### src/common/msr_pkg.sv
// shared constants, command codes and carriers for the status register bank
package msr_pkg;

	localparam int REG_W  = 16;
	localparam int DATA_W = 15;
	localparam int SETS   = 8;
	localparam int SET_W  = 3;

	// register set indices on the command port
	localparam logic [2:0] SET_OPER = 3'h0;
	localparam logic [2:0] SET_LOW  = 3'h1;
	localparam logic [2:0] SET_MEAS = 3'h2;
	localparam logic [2:0] SET_SENS = 3'h3;
	localparam logic [2:0] SET_TRIG = 3'h4;
	localparam logic [2:0] SET_HIGH = 3'h5;
	localparam logic [2:0] SET_QUES = 3'h6;
	localparam logic [2:0] SET_CAL  = 3'h7;

	// operation summary bit positions
	localparam int OPER_CAL_BIT  = 0;
	localparam int OPER_MEAS_BIT = 4;
	localparam int OPER_TRIG_BIT = 5;
	localparam int OPER_SENS_BIT = 10;
	localparam int OPER_LOW_BIT  = 11;
	localparam int OPER_HIGH_BIT = 12;

	// data quality summary bit positions
	localparam int QUES_POW_BIT  = 3;
	localparam int QUES_CAL_BIT  = 8;
	localparam int QUES_TEST_BIT = 9;

	// channel A sits at bit 1, so a channel vector starts there
	localparam int CHAN_LSB = 1;

	// preset and reset values of enable and filters
	localparam logic [14:0] PRE_ZEROS = 15'h0000;
	localparam logic [14:0] PRE_ONES  = 15'h7FFF;

	typedef enum logic [2:0] {
		MSR_K_COND   = 3'b000,
		MSR_K_EVENT  = 3'b001,
		MSR_K_ENABLE = 3'b010,
		MSR_K_RISE   = 3'b011,
		MSR_K_FALL   = 3'b100,
		MSR_K_PRESET = 3'b101
	} msr_kind_type;

	typedef struct packed {
		logic               valid;
		logic               write;
		logic [2:0]         set;
		msr_kind_type       kind;
		logic [15:0]        data;
	} msr_cmd_type;

	typedef struct packed {
		logic               valid;
		logic               err;
		logic [15:0]        data;
	} msr_rsp_type;

	// per channel / window limit test results: A, B, upper win, lower win
	typedef struct packed {
		logic [3:0]         done;
		logic [3:0]         low_en;
		logic [3:0]         low_fail;
		logic [3:0]         high_en;
		logic [3:0]         high_fail;
	} msr_limit_type;

endpackage

### src/rtl/msr_sticky.sv
// sticky condition bits: set by one event, cleared by another
module msr_sticky #(
	parameter int WIDTH = 4
) (
	// clock and reset
	input  wire logic             clk_sys,
	input  wire logic             arst_n,
	// events
	input  wire logic [WIDTH-1:0] set,
	input  wire logic [WIDTH-1:0] clr,
	// state
	output logic      [WIDTH-1:0] q
);

	logic [WIDTH-1:0] next_q;

	// a set in the clearing cycle wins
	assign next_q = (q & ~clr) | set;

	always_ff @(posedge clk_sys or negedge arst_n)
	begin
		if (!arst_n)
			q <= '0;
		else
			q <= next_q;
	end
endmodule

### src/rtl/msr_regset.sv
// one status register set: condition edges, filters, event latch, enable
module msr_regset #(
	parameter logic [14:0] EN_PRESET   = msr_pkg::PRE_ONES,
	parameter logic [14:0] RISE_PRESET = msr_pkg::PRE_ONES,
	parameter logic [14:0] FALL_PRESET = msr_pkg::PRE_ZEROS
) (
	// clock and reset
	input  wire logic        clk_sys,
	input  wire logic        arst_n,
	// condition from the block
	input  wire logic [14:0] cond,
	// command strobes
	input  wire logic        wr_enable,
	input  wire logic        wr_rise,
	input  wire logic        wr_fall,
	input  wire logic [14:0] wr_data,
	input  wire logic        rd_event,
	input  wire logic        preset,
	// register contents
	output logic      [14:0] enable,
	output logic      [14:0] rising_filter,
	output logic      [14:0] falling_filter,
	output logic      [14:0] event_q,
	output logic             summary
);

	logic [14:0] cond_q;
	logic [14:0] set_mask;
	logic [14:0] next_event;

	// event clear value, declared ahead of its first use
	localparam logic [14:0] PRE_ZEROS_L = msr_pkg::PRE_ZEROS;

	assign set_mask   = (cond & ~cond_q & rising_filter)
		| (~cond & cond_q & falling_filter);
	assign next_event = (rd_event ? PRE_ZEROS_L : event_q) | set_mask;
	assign summary    = |(event_q & enable);

	always_ff @(posedge clk_sys or negedge arst_n)
	begin
		if (!arst_n)
		begin
			cond_q         <= msr_pkg::PRE_ZEROS;
			event_q        <= msr_pkg::PRE_ZEROS;
			enable         <= EN_PRESET;
			rising_filter  <= RISE_PRESET;
			falling_filter <= FALL_PRESET;
		end
		else
		begin
			cond_q  <= cond;
			event_q <= next_event;
			enable         <= preset ? EN_PRESET : (wr_enable ? wr_data : enable);
			rising_filter  <= preset ? RISE_PRESET : (wr_rise ? wr_data : rising_filter);
			falling_filter <= preset ? FALL_PRESET : (wr_fall ? wr_data : falling_filter);
		end
	end
endmodule

### src/rtl/msr_top.sv
// status register bank of a two-channel meter, reached by status commands
//
// Notes on behaviour
// - a failed lower limit test sets the low-limit-fail bit of channel A, B, upper or lower window.
// - a limit-fail bit clears only when a measurement ends with its test enabled and passing.
// - a failed upper limit test sets the matching high-limit-fail bit at weights 2, 4, 8 or 16.
// - the measuring bits 1 and 2 follow each channel's measurement in progress.
// - the sensor-read bits are high only while the sensor calibration memory is being read.
// - trigger bits set on entering wait-for-trigger and clear on returning to idle.
// - preset loads enable zeros for operation and data quality sets, ones elsewhere; rising ones; falling zeros.
// - preset leaves conditions and events alone, and bit 15 of every register reads zero.
// - data quality bit 3 is the OR of the enabled power set outputs.
// - data quality bit 8 is the OR of the enabled calibration quality set outputs.
// - data quality bit 9 sets on a failed power-on self-test and clears on a pass.
// - a zeroing or calibration error event sets that channel's calibration quality bit.
// - a later zero or calibration that ends without error clears that bit.
// - a filter write keeps the low 15 bits and forces bit 15 to zero.
// - reading an event register returns its bits and clears it.
// - operation summary bits 4, 5, 10, 11, 12 carry measuring, trigger, sensor, low and high fail.
module msr_top (
	// clock and reset
	input  wire logic                  clk_sys,
	input  wire logic                  arst_n,
	// status command port
	input  wire msr_pkg::msr_cmd_type  cmd,
	output msr_pkg::msr_rsp_type       rsp,
	// limit tests
	input  wire msr_pkg::msr_limit_type limit,
	// channel activity, A at bit 0
	input  wire logic [1:0]            meas_busy,
	input  wire logic [1:0]            sensor_reading,
	input  wire logic [1:0]            trig_enter_wait,
	input  wire logic [1:0]            trig_enter_idle,
	// calibration quality events
	input  wire logic [1:0]            cal_error,
	input  wire logic [1:0]            cal_success,
	// summaries of sets kept elsewhere
	input  wire logic                  calibrating_summary,
	input  wire logic                  power_summary,
	// power-on self-test result pulses
	input  wire logic                  selftest_fail,
	input  wire logic                  selftest_pass,
	// summaries towards the status byte
	output logic                       operation_summary,
	output logic                       data_quality_out
);

	localparam int SETS = msr_pkg::SETS;

	// sticky condition sources
	logic [3:0]  low_set;
	logic [3:0]  low_clr;
	logic [3:0]  high_set;
	logic [3:0]  high_clr;
	logic [3:0]  low_fail;
	logic [3:0]  high_fail;
	logic [1:0]  trig_wait;
	logic [1:0]  cal_bad;
	logic        test_bad;

	// per-set condition and contents
	logic [14:0] cond      [SETS];
	logic [14:0] enable    [SETS];
	logic [14:0] rise_f    [SETS];
	logic [14:0] fall_f    [SETS];
	logic [14:0] event_q   [SETS];
	logic [SETS-1:0] summ;

	// command decode
	logic        cmd_rd;
	logic        cmd_wr;
	logic        do_preset;
	logic        kind_bad;
	logic [14:0] rd_data;
	logic        rd_err;

	// limit tests only count on a finished measurement with the test enabled
	assign low_set  = limit.done & limit.low_en & limit.low_fail;
	assign low_clr  = limit.done & limit.low_en & ~limit.low_fail;
	assign high_set = limit.done & limit.high_en & limit.high_fail;
	assign high_clr = limit.done & limit.high_en & ~limit.high_fail;

	msr_sticky #(
		.WIDTH (4)
	) u_low (
		.clk_sys (clk_sys),
		.arst_n  (arst_n),
		.set     (low_set),
		.clr     (low_clr),
		.q       (low_fail)
	);

	msr_sticky #(
		.WIDTH (4)
	) u_high (
		.clk_sys (clk_sys),
		.arst_n  (arst_n),
		.set     (high_set),
		.clr     (high_clr),
		.q       (high_fail)
	);

	msr_sticky #(
		.WIDTH (2)
	) u_trig (
		.clk_sys (clk_sys),
		.arst_n  (arst_n),
		.set     (trig_enter_wait),
		.clr     (trig_enter_idle),
		.q       (trig_wait)
	);

	msr_sticky #(
		.WIDTH (2)
	) u_cal (
		.clk_sys (clk_sys),
		.arst_n  (arst_n),
		.set     (cal_error),
		.clr     (cal_success),
		.q       (cal_bad)
	);

	msr_sticky #(
		.WIDTH (1)
	) u_test (
		.clk_sys (clk_sys),
		.arst_n  (arst_n),
		.set     (selftest_fail),
		.clr     (selftest_pass),
		.q       (test_bad)
	);

	// condition vectors; channel bits start at bit 1
	always_comb
	begin
		for (int s = 0; s < SETS; s++)
			cond[s] = msr_pkg::PRE_ZEROS;
		cond[msr_pkg::SET_LOW][4:1]  = low_fail;
		cond[msr_pkg::SET_HIGH][4:1] = high_fail;
		cond[msr_pkg::SET_MEAS][2:1] = meas_busy;
		cond[msr_pkg::SET_SENS][2:1] = sensor_reading;
		cond[msr_pkg::SET_TRIG][2:1] = trig_wait;
		cond[msr_pkg::SET_CAL][2:1]  = cal_bad;
		cond[msr_pkg::SET_OPER][msr_pkg::OPER_CAL_BIT]  = calibrating_summary;
		cond[msr_pkg::SET_OPER][msr_pkg::OPER_MEAS_BIT] = summ[msr_pkg::SET_MEAS];
		cond[msr_pkg::SET_OPER][msr_pkg::OPER_TRIG_BIT] = summ[msr_pkg::SET_TRIG];
		cond[msr_pkg::SET_OPER][msr_pkg::OPER_SENS_BIT] = summ[msr_pkg::SET_SENS];
		cond[msr_pkg::SET_OPER][msr_pkg::OPER_LOW_BIT]  = summ[msr_pkg::SET_LOW];
		cond[msr_pkg::SET_OPER][msr_pkg::OPER_HIGH_BIT] = summ[msr_pkg::SET_HIGH];
		// power set lives outside; only its summary arrives here
		cond[msr_pkg::SET_QUES][msr_pkg::QUES_POW_BIT]  = power_summary;
		cond[msr_pkg::SET_QUES][msr_pkg::QUES_CAL_BIT]  = summ[msr_pkg::SET_CAL];
		cond[msr_pkg::SET_QUES][msr_pkg::QUES_TEST_BIT] = test_bad;
	end

	// command decode; preset ignores the set field
	assign cmd_rd    = cmd.valid && !cmd.write;
	assign cmd_wr    = cmd.valid && cmd.write;
	assign do_preset = cmd_wr && cmd.kind == msr_pkg::MSR_K_PRESET;
	assign kind_bad  = cmd.kind > msr_pkg::MSR_K_PRESET;

	generate
		for (genvar g = 0; g < SETS; g++)
		begin : g_set
			localparam bit TOP = (g == msr_pkg::SET_OPER) || (g == msr_pkg::SET_QUES);
			logic sel;
			assign sel = cmd.set == 3'(g);
			msr_regset #(
				.EN_PRESET   (TOP ? msr_pkg::PRE_ZEROS : msr_pkg::PRE_ONES),
				.RISE_PRESET (msr_pkg::PRE_ONES),
				.FALL_PRESET (msr_pkg::PRE_ZEROS)
			) u_set (
				.clk_sys        (clk_sys),
				.arst_n         (arst_n),
				.cond           (cond[g]),
				.wr_enable      (cmd_wr && sel && cmd.kind == msr_pkg::MSR_K_ENABLE),
				.wr_rise        (cmd_wr && sel && cmd.kind == msr_pkg::MSR_K_RISE),
				.wr_fall        (cmd_wr && sel && cmd.kind == msr_pkg::MSR_K_FALL),
				.wr_data        (cmd.data[14:0]),
				.rd_event       (cmd_rd && sel && cmd.kind == msr_pkg::MSR_K_EVENT),
				.preset         (do_preset),
				.enable         (enable[g]),
				.rising_filter  (rise_f[g]),
				.falling_filter (fall_f[g]),
				.event_q        (event_q[g]),
				.summary        (summ[g])
			);
		end
	endgenerate

	// read selection; the event read takes the value before its clear
	always_comb
	begin
		rd_data = msr_pkg::PRE_ZEROS;
		rd_err  = 1'b0;
		unique case (cmd.kind)
			msr_pkg::MSR_K_COND:   rd_data = cond[cmd.set];
			msr_pkg::MSR_K_EVENT:  rd_data = event_q[cmd.set];
			msr_pkg::MSR_K_ENABLE: rd_data = enable[cmd.set];
			msr_pkg::MSR_K_RISE:   rd_data = rise_f[cmd.set];
			msr_pkg::MSR_K_FALL:   rd_data = fall_f[cmd.set];
			msr_pkg::MSR_K_PRESET: rd_err  = 1'b1;
			default:               rd_err  = 1'b1;
		endcase
	end

	// conditions and events cannot be written
	logic wr_err;
	assign wr_err = kind_bad || cmd.kind == msr_pkg::MSR_K_COND
		|| cmd.kind == msr_pkg::MSR_K_EVENT;

	always_ff @(posedge clk_sys or negedge arst_n)
	begin
		if (!arst_n)
		begin
			rsp               <= '0;
			operation_summary <= 1'b0;
			data_quality_out  <= 1'b0;
		end
		else
		begin
			rsp.valid         <= cmd.valid;
			rsp.err           <= cmd.valid && (cmd.write ? wr_err : rd_err);
			rsp.data          <= cmd_rd ? {1'b0, rd_data} : 16'h0000;
			operation_summary <= summ[msr_pkg::SET_OPER];
			data_quality_out  <= summ[msr_pkg::SET_QUES];
		end
	end
endmodule

### config.mk
export PLATFORM = sky130hd
export DESIGN_NAME = msr_top
export DESIGN_NICKNAME = d
export VERILOG_FILES = /design/src/common/msr_pkg.sv /design/src/rtl/msr_sticky.sv /design/src/rtl/msr_regset.sv /design/src/rtl/msr_top.sv
export SDC_FILE = /design/constraint.sdc
export NUM_CORES = 1
export LEC_CHECK = 0
export BUFFER_PORTS_ARGS = -buffer_cell sky130_fd_sc_hd__buf_2
export CORE_AREA = 3 3 193 195
export DETAILED_ROUTE_END_ITERATION = 8
export DIE_AREA = 0 0 196 198
export GPL_TIMING_DRIVEN = 0
export PLACE_DENSITY = 0.84
export SETUP_SLACK_MARGIN = 0.15
export SYNTH_ARGS = -nofsm -noshare
export SYNTH_HDL_FRONTEND = slang
export SYNTH_SLANG_ARGS = --single-unit
### constraint.sdc
create_clock -name clk_sys -period 1.9 [get_ports clk_sys]
set_input_delay 0.285 -clock clk_sys [delete_from_list [all_inputs] [get_ports clk_sys]]
set_output_delay 0.285 -clock clk_sys [all_outputs]
set_load 0.02 [all_outputs]
==> impl_results.md, run 1 <==
- Worst-case clock skew: 27.0 ps
- Library cell with the largest summed area after synthesis: dfrtp_1
- GR Util All Layers: 0.424
- MaxCap Viol Count: 0
- LEAKAGE: 11.0 nW
- Power Density: 1020 mW/mm^2
- Gpl congestion: 1.13
- Worst Path Required: 2390 ps
- Congestion Overflow GR: 0
- Critical path arrival: 2410 ps
- TritonCTS buffer count: 47
- Critical path's slowest cell: nor2_2
- Final hold violations: 102
- Combinational share of power: 0.149
- Final Non-Filler Cells: 2858
- Floorplan Core Area: 0.0356 sq mm
- Commonest non-fill, non-tap cell in the layout: nand2_1
- Row Count: 69
- Post-DP Area: 0.0225 sq mm
- Achievable Freq: 0.521 GHz
- Sequential share of the synthesized area: 0.529
- Ratio of final minimum period to clock period: 1.01
- Post-layout net count: 2421
- Critical Path Source Type: input pin
- Proportion of layout cells with a drive suffix above 1: 0.261
- Cell repeated most along the worst path: buf_2
- Post-Syn Nets: 2248
- Buffers on Ports: 77
- First-pass GRT wire length: 120000 microns
- Total power after layout: 25.4 mW
- Top library cells by usage in the layout, fill and taps aside: 732 x nand2_1, 238 x nand3_1, 232 x dfrtp_1, 210 x dfstp_2, 137 x a21oi_1
- Fraction of post-synthesis cell area in the top cell type by area: 0.271
- Clock tree from TritonCTS: built
- Number of instances in the synthesized netlist: 2186
- Critical path class: input pin to register
- Initial cell density of the core: 0.601
- Total setup violations reported at the end of the flow: 1
- Syn Std Cell Area: 0.0214 sq mm
- Number of global-route vias before repair: 19026
- Int Pwr: 18.0 mW
- Worst-case clock buffer depth: 3
- Total placed cells including tap cells: 2728
- Violations in the final reports: hold timing, setup timing
- Worst-case headroom to the max-slew limit: 0.354
- Die X: 196 microns
- # IOs: 82
- Fraction of synthesis flops using an asynchronous set or reset pin: 1.00
- DRT Pass-1 Iters: 6
- Worst path max stage delay: 410 ps
- Root buffer cell: clkbuf_16
- Dpl hpwl: 58000 microns
- DRC errors left: 0
- Fraction of power consumed by sequential logic: 0.496
- Routed len/inst: 28.9 microns
- Number of enable flip-flop cells after synthesis: 0
- Post-DR vias/cell: 6.76
- Number of sinks handled by clock tree synthesis: 442
- Die area: 0.0388 sq mm
- Highest ir drop seen on vdd: 0.000949 V
- Final Hold Slack: -388 ps
- Switching part of the total: 0.289
- Cell-by-cell trace of the critical path: buf_2, buf_2, nor2_2, nand2_2, nor2_4, buf_4, mux2i_1, nor2_1
- Maximum level of the CTS H-tree: 2
- Flip-flop and latch count after synthesis: 442
- Critical path peak fanout: 10
- Iteration-0 DRC count of the detailed router: 3051
- Class of the tightest hold or removal check: input pin to asynchronous set/reset pin
- Clock transition at the registers of the reported paths: 60 ps
- Maximum number of pins on one net before global-route repair: 124
- Average footprint of a synthesized cell: 9.79 sq um
- Transition at the pin with the smallest max-transition slack: 969 ps
- Netlist cell types: 56
- Net switching power: 7.34 mW
- Vias: 19310
- CP endpoint kind: register
- Warnings from Yosys: 0
- Setup repair after global routing missed its margin: yes
- Slack of the critical path: -18.2 ps
- Final slew viol count: 0
- Final critical-path required period: 1920 ps
- Cell types occupying the most area after synthesis: dfrtp_1 27%, dfstp_2 26%, nand2_1 13%
- Post-route cell area: 0.0248 sq mm
- Antenna violations before repair: 0
- Synth Flop Type: dfrtp_1
- Remaining number of nets flagged by the antenna check after routing: 0
- Chip Height: 198 microns
- Final wirelength: 82500 microns
- Area growth, synth to finish: 15.7%
- Later-pin clock latency in the skew report: 620 ps
- Proportion of power drawn by the clock network: 0.356
- Run status: finished, violations left
==> path summary, 6_finish.rpt <==
check	startpoint	to	slack [ps]	depth (start not counted)
max in group asynchronous	arst_n	g_set[7].u_set.enable[0]	510	5
min reg2reg	register	g_set[5].u_set.cond_q[1]	460	0
max reg2reg	g_set[0].u_set.falling_filter[0]	rsp[0]	100	4
min	arst_n	g_set[5].u_set.enable[2]	-390	1
max	cmd[20]	g_set[0].u_set.enable[9]	-20	8
min in group clk_sys	limit[15]	register	-10	3
==> per-stage QoR <==
stage,TNS (ps),utilization,worst slack (ps)
CTS,0,0.689,40.0
global route,0,0.696,19.2
global placement,-3136240,0.629,-8030
floorplan,0,-,155
detailed placement,-255930,0.632,-915
finish,-18.2,0.696,-18.2
==> critical path, delay by kind of cell <==
family                 cells  cell delay (ps)
muxes                      1              240
and+or+nand+nor            4             1250
buffers and inverters      3              610
==> area by class of cell <==
cell class	count	area [sq um]
multi-input cells	1553	9330
flip-flops and latches	442	11300
well taps	461	577
repair buffers	124	963
plain buffers	171	1000
diodes	1	2.50
clock inverters	20	149
fillers	2619	10800
clock buffers	66	1340
inverters	20	78.8
==> layer usage <==
layer  routed length (microns)  share of wire  vias up  global-route usage
li1                          -              -     7818                   -
met1                     28300           0.34     9380               0.522
met2                     35300           0.43     1622               0.625
met3                     10800           0.13      490               0.135
met4                      8110          0.098        0               0.331
met5                         0              0        -                   0
==> state kept, by name, summed over array words and instances (netlist names), named ones only <==
register,cells
data_quality_out,1
g_set.u_set.cond_q,25
g_set.u_set.enable,120
g_set.u_set.event_q,25
g_set.u_set.falling_filter,120
g_set.u_set.rising_filter,120
operation_summary,1
rsp,17
u_cal.q,2
u_test.q,1
u_trig.q,2
==> cell usage after synthesis, drive strengths merged (2+ instances only) <==
cell type,n
a21o,7
a21oi,141
a221oi,4
a222oi,5
a22o,7
a22oi,23
a31oi,6
a32o,3
a32oi,2
and2,2
and3,3
and3b,4
buf,81
clkbuf,90
dfrtp,232
dfstp,210
inv,20
mux2,20
mux2i,84
mux4,74
nand2,739
nand2b,9
nand3,242
nand3b,25
nor2,78
nor2b,8
nor3,4
nor3b,2
o211ai,13
o21a,2
o21ai,15
o221ai,14
o22a,3
o22ai,3
o2bb2ai,2
o32ai,2
==> power groups by stage <==
stage          clock, mW  sequential, mW  combinational [mW]
2_1_floorplan          0            12.1                2.35
3_5_place_dp           0            12.6                3.46
4_1_cts             8.96            12.5                3.60
5_1_grt             9.39            12.6                4.04
6_report            9.02            12.6                3.77
3_3_place_gp           0            12.6                3.31
==> logic make-up (layout without fill, tap and decap cells) <==
| family | after synthesis | count (layout) | synth area share |
|---|---|---|---|
| flip-flops | 442 | 442 | 0.529 |
| multiplexers | 178 | 178 | 0.129 |
| other | 1 | 2 | 0.000175 |
| AND/OR/NAND/NOR | 1118 | 1118 | 0.223 |
| AO/OA/AOI/OAI | 256 | 256 | 0.0742 |
| buffers and inverters | 191 | 401 | 0.0440 |
==> timing repair <==
| action | in CTS | in global routing |
|---|---|---|
| hold endpoints to repair | 128 | 100 |
| setup buffers | 4 | 5 |
| gates cloned | 1 | 1 |
| pin swaps | 5 | 10 |
| gates resized for setup | 55 | 61 |
| endpoints found under the setup margin | 273 | 282 |
| hold buffers | 31 | 1 |
No activity file was read; power rests on OpenSTA's default activity.
==> run 2, diff against run 1 <==
--- a/config.mk
+++ b/config.mk
@@ -5,7 +5,7 @@
 export SDC_FILE = /design/constraint.sdc
 export NUM_CORES = 1
 export LEC_CHECK = 0
-export BUFFER_PORTS_ARGS = -buffer_cell sky130_fd_sc_hd__buf_2
+export BUFFER_PORTS_ARGS = -buffer_cell sky130_fd_sc_hd__buf_4
 export CORE_AREA = 3 3 193 195
 export DETAILED_ROUTE_END_ITERATION = 8
 export DIE_AREA = 0 0 196 198
==> run 2 against run 1 <==
  * The run now ends clean
  * Sequential share of layout area down 0.45 points
  * Clock skew shrank 1.3 ps
  * Global-route usage about the same
  * Flip-flop and latch count unchanged
  * Via count increased by 2.0%
  * Sequential power about the same
  * Maximum frequency rose by 5.1%
  * Largest cell class unchanged
==> impl_results.md, run 2 (same netlist as run 1, synthesis figures left out) <==
- Run status: finished clean
- Chip Height: 198 microns (unchanged)
- Maximum number of pins on one net before global-route repair: 134 (+8.1%)
- Total placed cells including tap cells: 2728 (unchanged)
- DRT Pass-1 Iters: 6 (unchanged)
- Antenna diode instance count: 0 (-1)
- DRC errors left: 0 (unchanged)
- Number of sinks handled by clock tree synthesis: 442 (unchanged)
- Setup repair after global routing missed its margin: yes
- Power Density: 1020 mW/mm^2 (-0.29%)
- Critical path arrival: 2290 ps (-120 ps)
- Class of the tightest hold or removal check: input pin to register
- Ratio of final minimum period to clock period: 0.961 (-0.0490)
- Die X: 196 microns (unchanged)
- Proportion of layout cells with a drive suffix above 1: 0.258 (-0.00283)
- Top library cells by usage in the layout, fill and taps aside: 732 x nand2_1, 237 x nand3_1, 232 x dfrtp_1, 210 x dfstp_2, 135 x a21oi_1
- Vias: 19690 (+2.0%)
- Iteration-0 DRC count of the detailed router: 3373 (+11%)
- Net switching power: 7.19 mW (-2.0%)
- Proportion of power drawn by the clock network: 0.359 (+0.003)
- Final Non-Filler Cells: 2860 (+0.070%)
- Final critical-path required period: 1830 ps (-93.1 ps)
- Dpl hpwl: 57900 microns (-0.20%)
- Worst-case clock buffer depth: 3 (unchanged)
- Initial cell density of the core: 0.601 (unchanged)
- Area growth, synth to finish: 16.9%
- Int Pwr: 18.4 mW (+1.8%)
- CP endpoint kind: register
- Floorplan Core Area: 0.0356 sq mm (unchanged)
- Congestion Overflow GR: 0 (unchanged)
- Routed len/inst: 29.0 microns (+0.29%)
- Combinational share of power: 0.149 (about the same)
- Row Count: 69 (unchanged)
- Total Neg Setup Slack: 0 ps (+18.2 ps)
- Clock transition at the registers of the reported paths: 70 ps (about the same)
- Worst-case clock skew: 25.6 ps (-1.33 ps)
- Achievable Freq: 0.548 GHz (+5.1%)
- Total setup violations reported at the end of the flow: 0 (-1)
- Die area: 0.0388 sq mm (unchanged)
- Critical path peak fanout: 2 (-8)
- Final wirelength: 82800 microns (+0.36%)
- Share of the core filled with cells in the final layout: 0.703 (+0.00693)
- Gpl congestion: 1.07 (-5.2%)
- Final slew viol count: 0 (unchanged)
- Highest ir drop seen on vdd: 0.000996 V (+4.9%)
- LEAKAGE: 11.1 nW (+0.51%)
- Critical path class: register to register
- Buffers on Ports: 77 (unchanged)
- Maximum level of the CTS H-tree: 2 (unchanged)
- Critical Path Source Type: register
- Leading registers by flop count: g_set.u_set.enable: 120 flops, g_set.u_set.falling_filter: 120 flops, g_set.u_set.rising_filter: 120 flops
- First-pass GRT wire length: 121000 microns (+0.35%)
- Later-pin clock latency in the skew report: 610 ps (about the same)
- Transition at the pin with the smallest max-transition slack: 909 ps (-59.4 ps)
- Final hold violations: 0 (-100%)
- Antenna violations before repair: 1 (+1)
- Number of global-route vias before repair: 18976 (-0.26%)
- Remaining number of nets flagged by the antenna check after routing: 0 (unchanged)
- Total power after layout: 25.5 mW (+0.71%)
- Clock tree from TritonCTS: built
- Worst Path Required: 2370 ps (-20 ps)
- Commonest non-fill, non-tap cell in the layout: nand2_1
- MaxCap Viol Count: 0 (unchanged)
- GR Util All Layers: 0.424 (-0.000468)
- Post-DR vias/cell: 6.88 (+1.9%)
- Switching part of the total: 0.281 (-0.00788)
- # IOs: 82 (unchanged)
- Worst-case headroom to the max-slew limit: 0.394 (+0.0396)
- Root buffer cell: clkbuf_16
- Post-layout net count: 2428 (+0.29%)
- Fraction of power consumed by sequential logic: 0.492 (-0.004)
- TritonCTS buffer count: 45 (-4.3%)
==> run 2: cell types whose count changed in the layout (fill, tap and decap cells not counted), moves of 3 or more <==
cell and change:
nor2_4 +3, buf_4 +79, buf_6 +3, clkbuf_8 +6
buf_2 -74, a21oi_2 +3, dlygate4sd3_1 +8, clkinv_2 -9
clkbuf_2 -4
==> run 2: worst paths after layout <==
| path | from | endpoint | slack (ps) | depth (start not counted) |
|---|---|---|---|---|
| worst min register to register | u_cal.q[1] | g_set[7].u_set.cond_q[2] | 470 | 0 |
| worst max register to register | g_set[7].u_set.falling_filter[5] | rsp[5] | 70 | 4 |
| max in group asynchronous | arst_n | g_set[2].u_set.falling_filter[9] | 410 | 4 |
| min in group asynchronous | arst_n | u_trig.q[1] | 250 | 2 |
| worst min-delay path | cmd[3] | g_set[5].u_set.falling_filter[3] | 10 | 3 |
| worst max-delay path | g_set[7].u_set.falling_filter[5] | rsp[5] | 70 | 4 |
==> run 2: layer usage <==
layer / wire [microns] / up-vias / global-route usage
met2: 35700 / 1737 / 0.622
li1: - / 7825 / -
met5: 0 / - / 0
met4: 7730 / 0 / 0.317
met1: 28200 / 9673 / 0.533
met3: 11200 / 455 / 0.129
==> run 2: critical path: stages, from the launching register on <==
cell,delay (ps)
dfrtp_1,400
mux4_2,480
mux2_4,290
a222oi_1,380
a21oi_2,140
==> run 2: power by group through the flow <==
stage / clock network, mW / logic, mW / registers, mW
after floorplan: 0 / 2.35 / 12.1
after global placement: 0 / 3.35 / 12.5
after detailed placement: 0 / 3.50 / 12.6
after CTS: 9.15 / 3.65 / 12.5
after global routing: 9.53 / 4.05 / 12.6
final: 9.18 / 3.79 / 12.6
==> run 2: final cells by class <==
cell class / instances / area (sq um)
Tap cell: 461 / 577
Clock inverter: 10 / 130
Multi-Input combinational cell: 1553 / 9340
Sequential cell: 442 / 11300
Buffer: 171 / 988
Clock buffer: 70 / 1370
Fill cell: 2599 / 10600
Inverter: 20 / 78.8
Timing Repair Buffer: 133 / 1200
==> run 2: through the flow <==
stage	instance area, sq um	setup slack (ps)	hold WS [ps]
after floorplan	21400	155	-10.6
after global placement	22600	-3760	421
after detailed placement	22700	-1010	279
after CTS	24800	64.9	0.380
after global routing	25000	44.8	25.1
final	25000	74.9	12.5
==> run 2: repair_timing <==
action,4_1_cts,5_1_grt
pin swaps,8,8
gates resized for setup,58,62
hold buffers,40,0
cloned,0,1
setup endpoints to repair,220,276
endpoints found under the hold margin,102,0
setup buffers,5,6
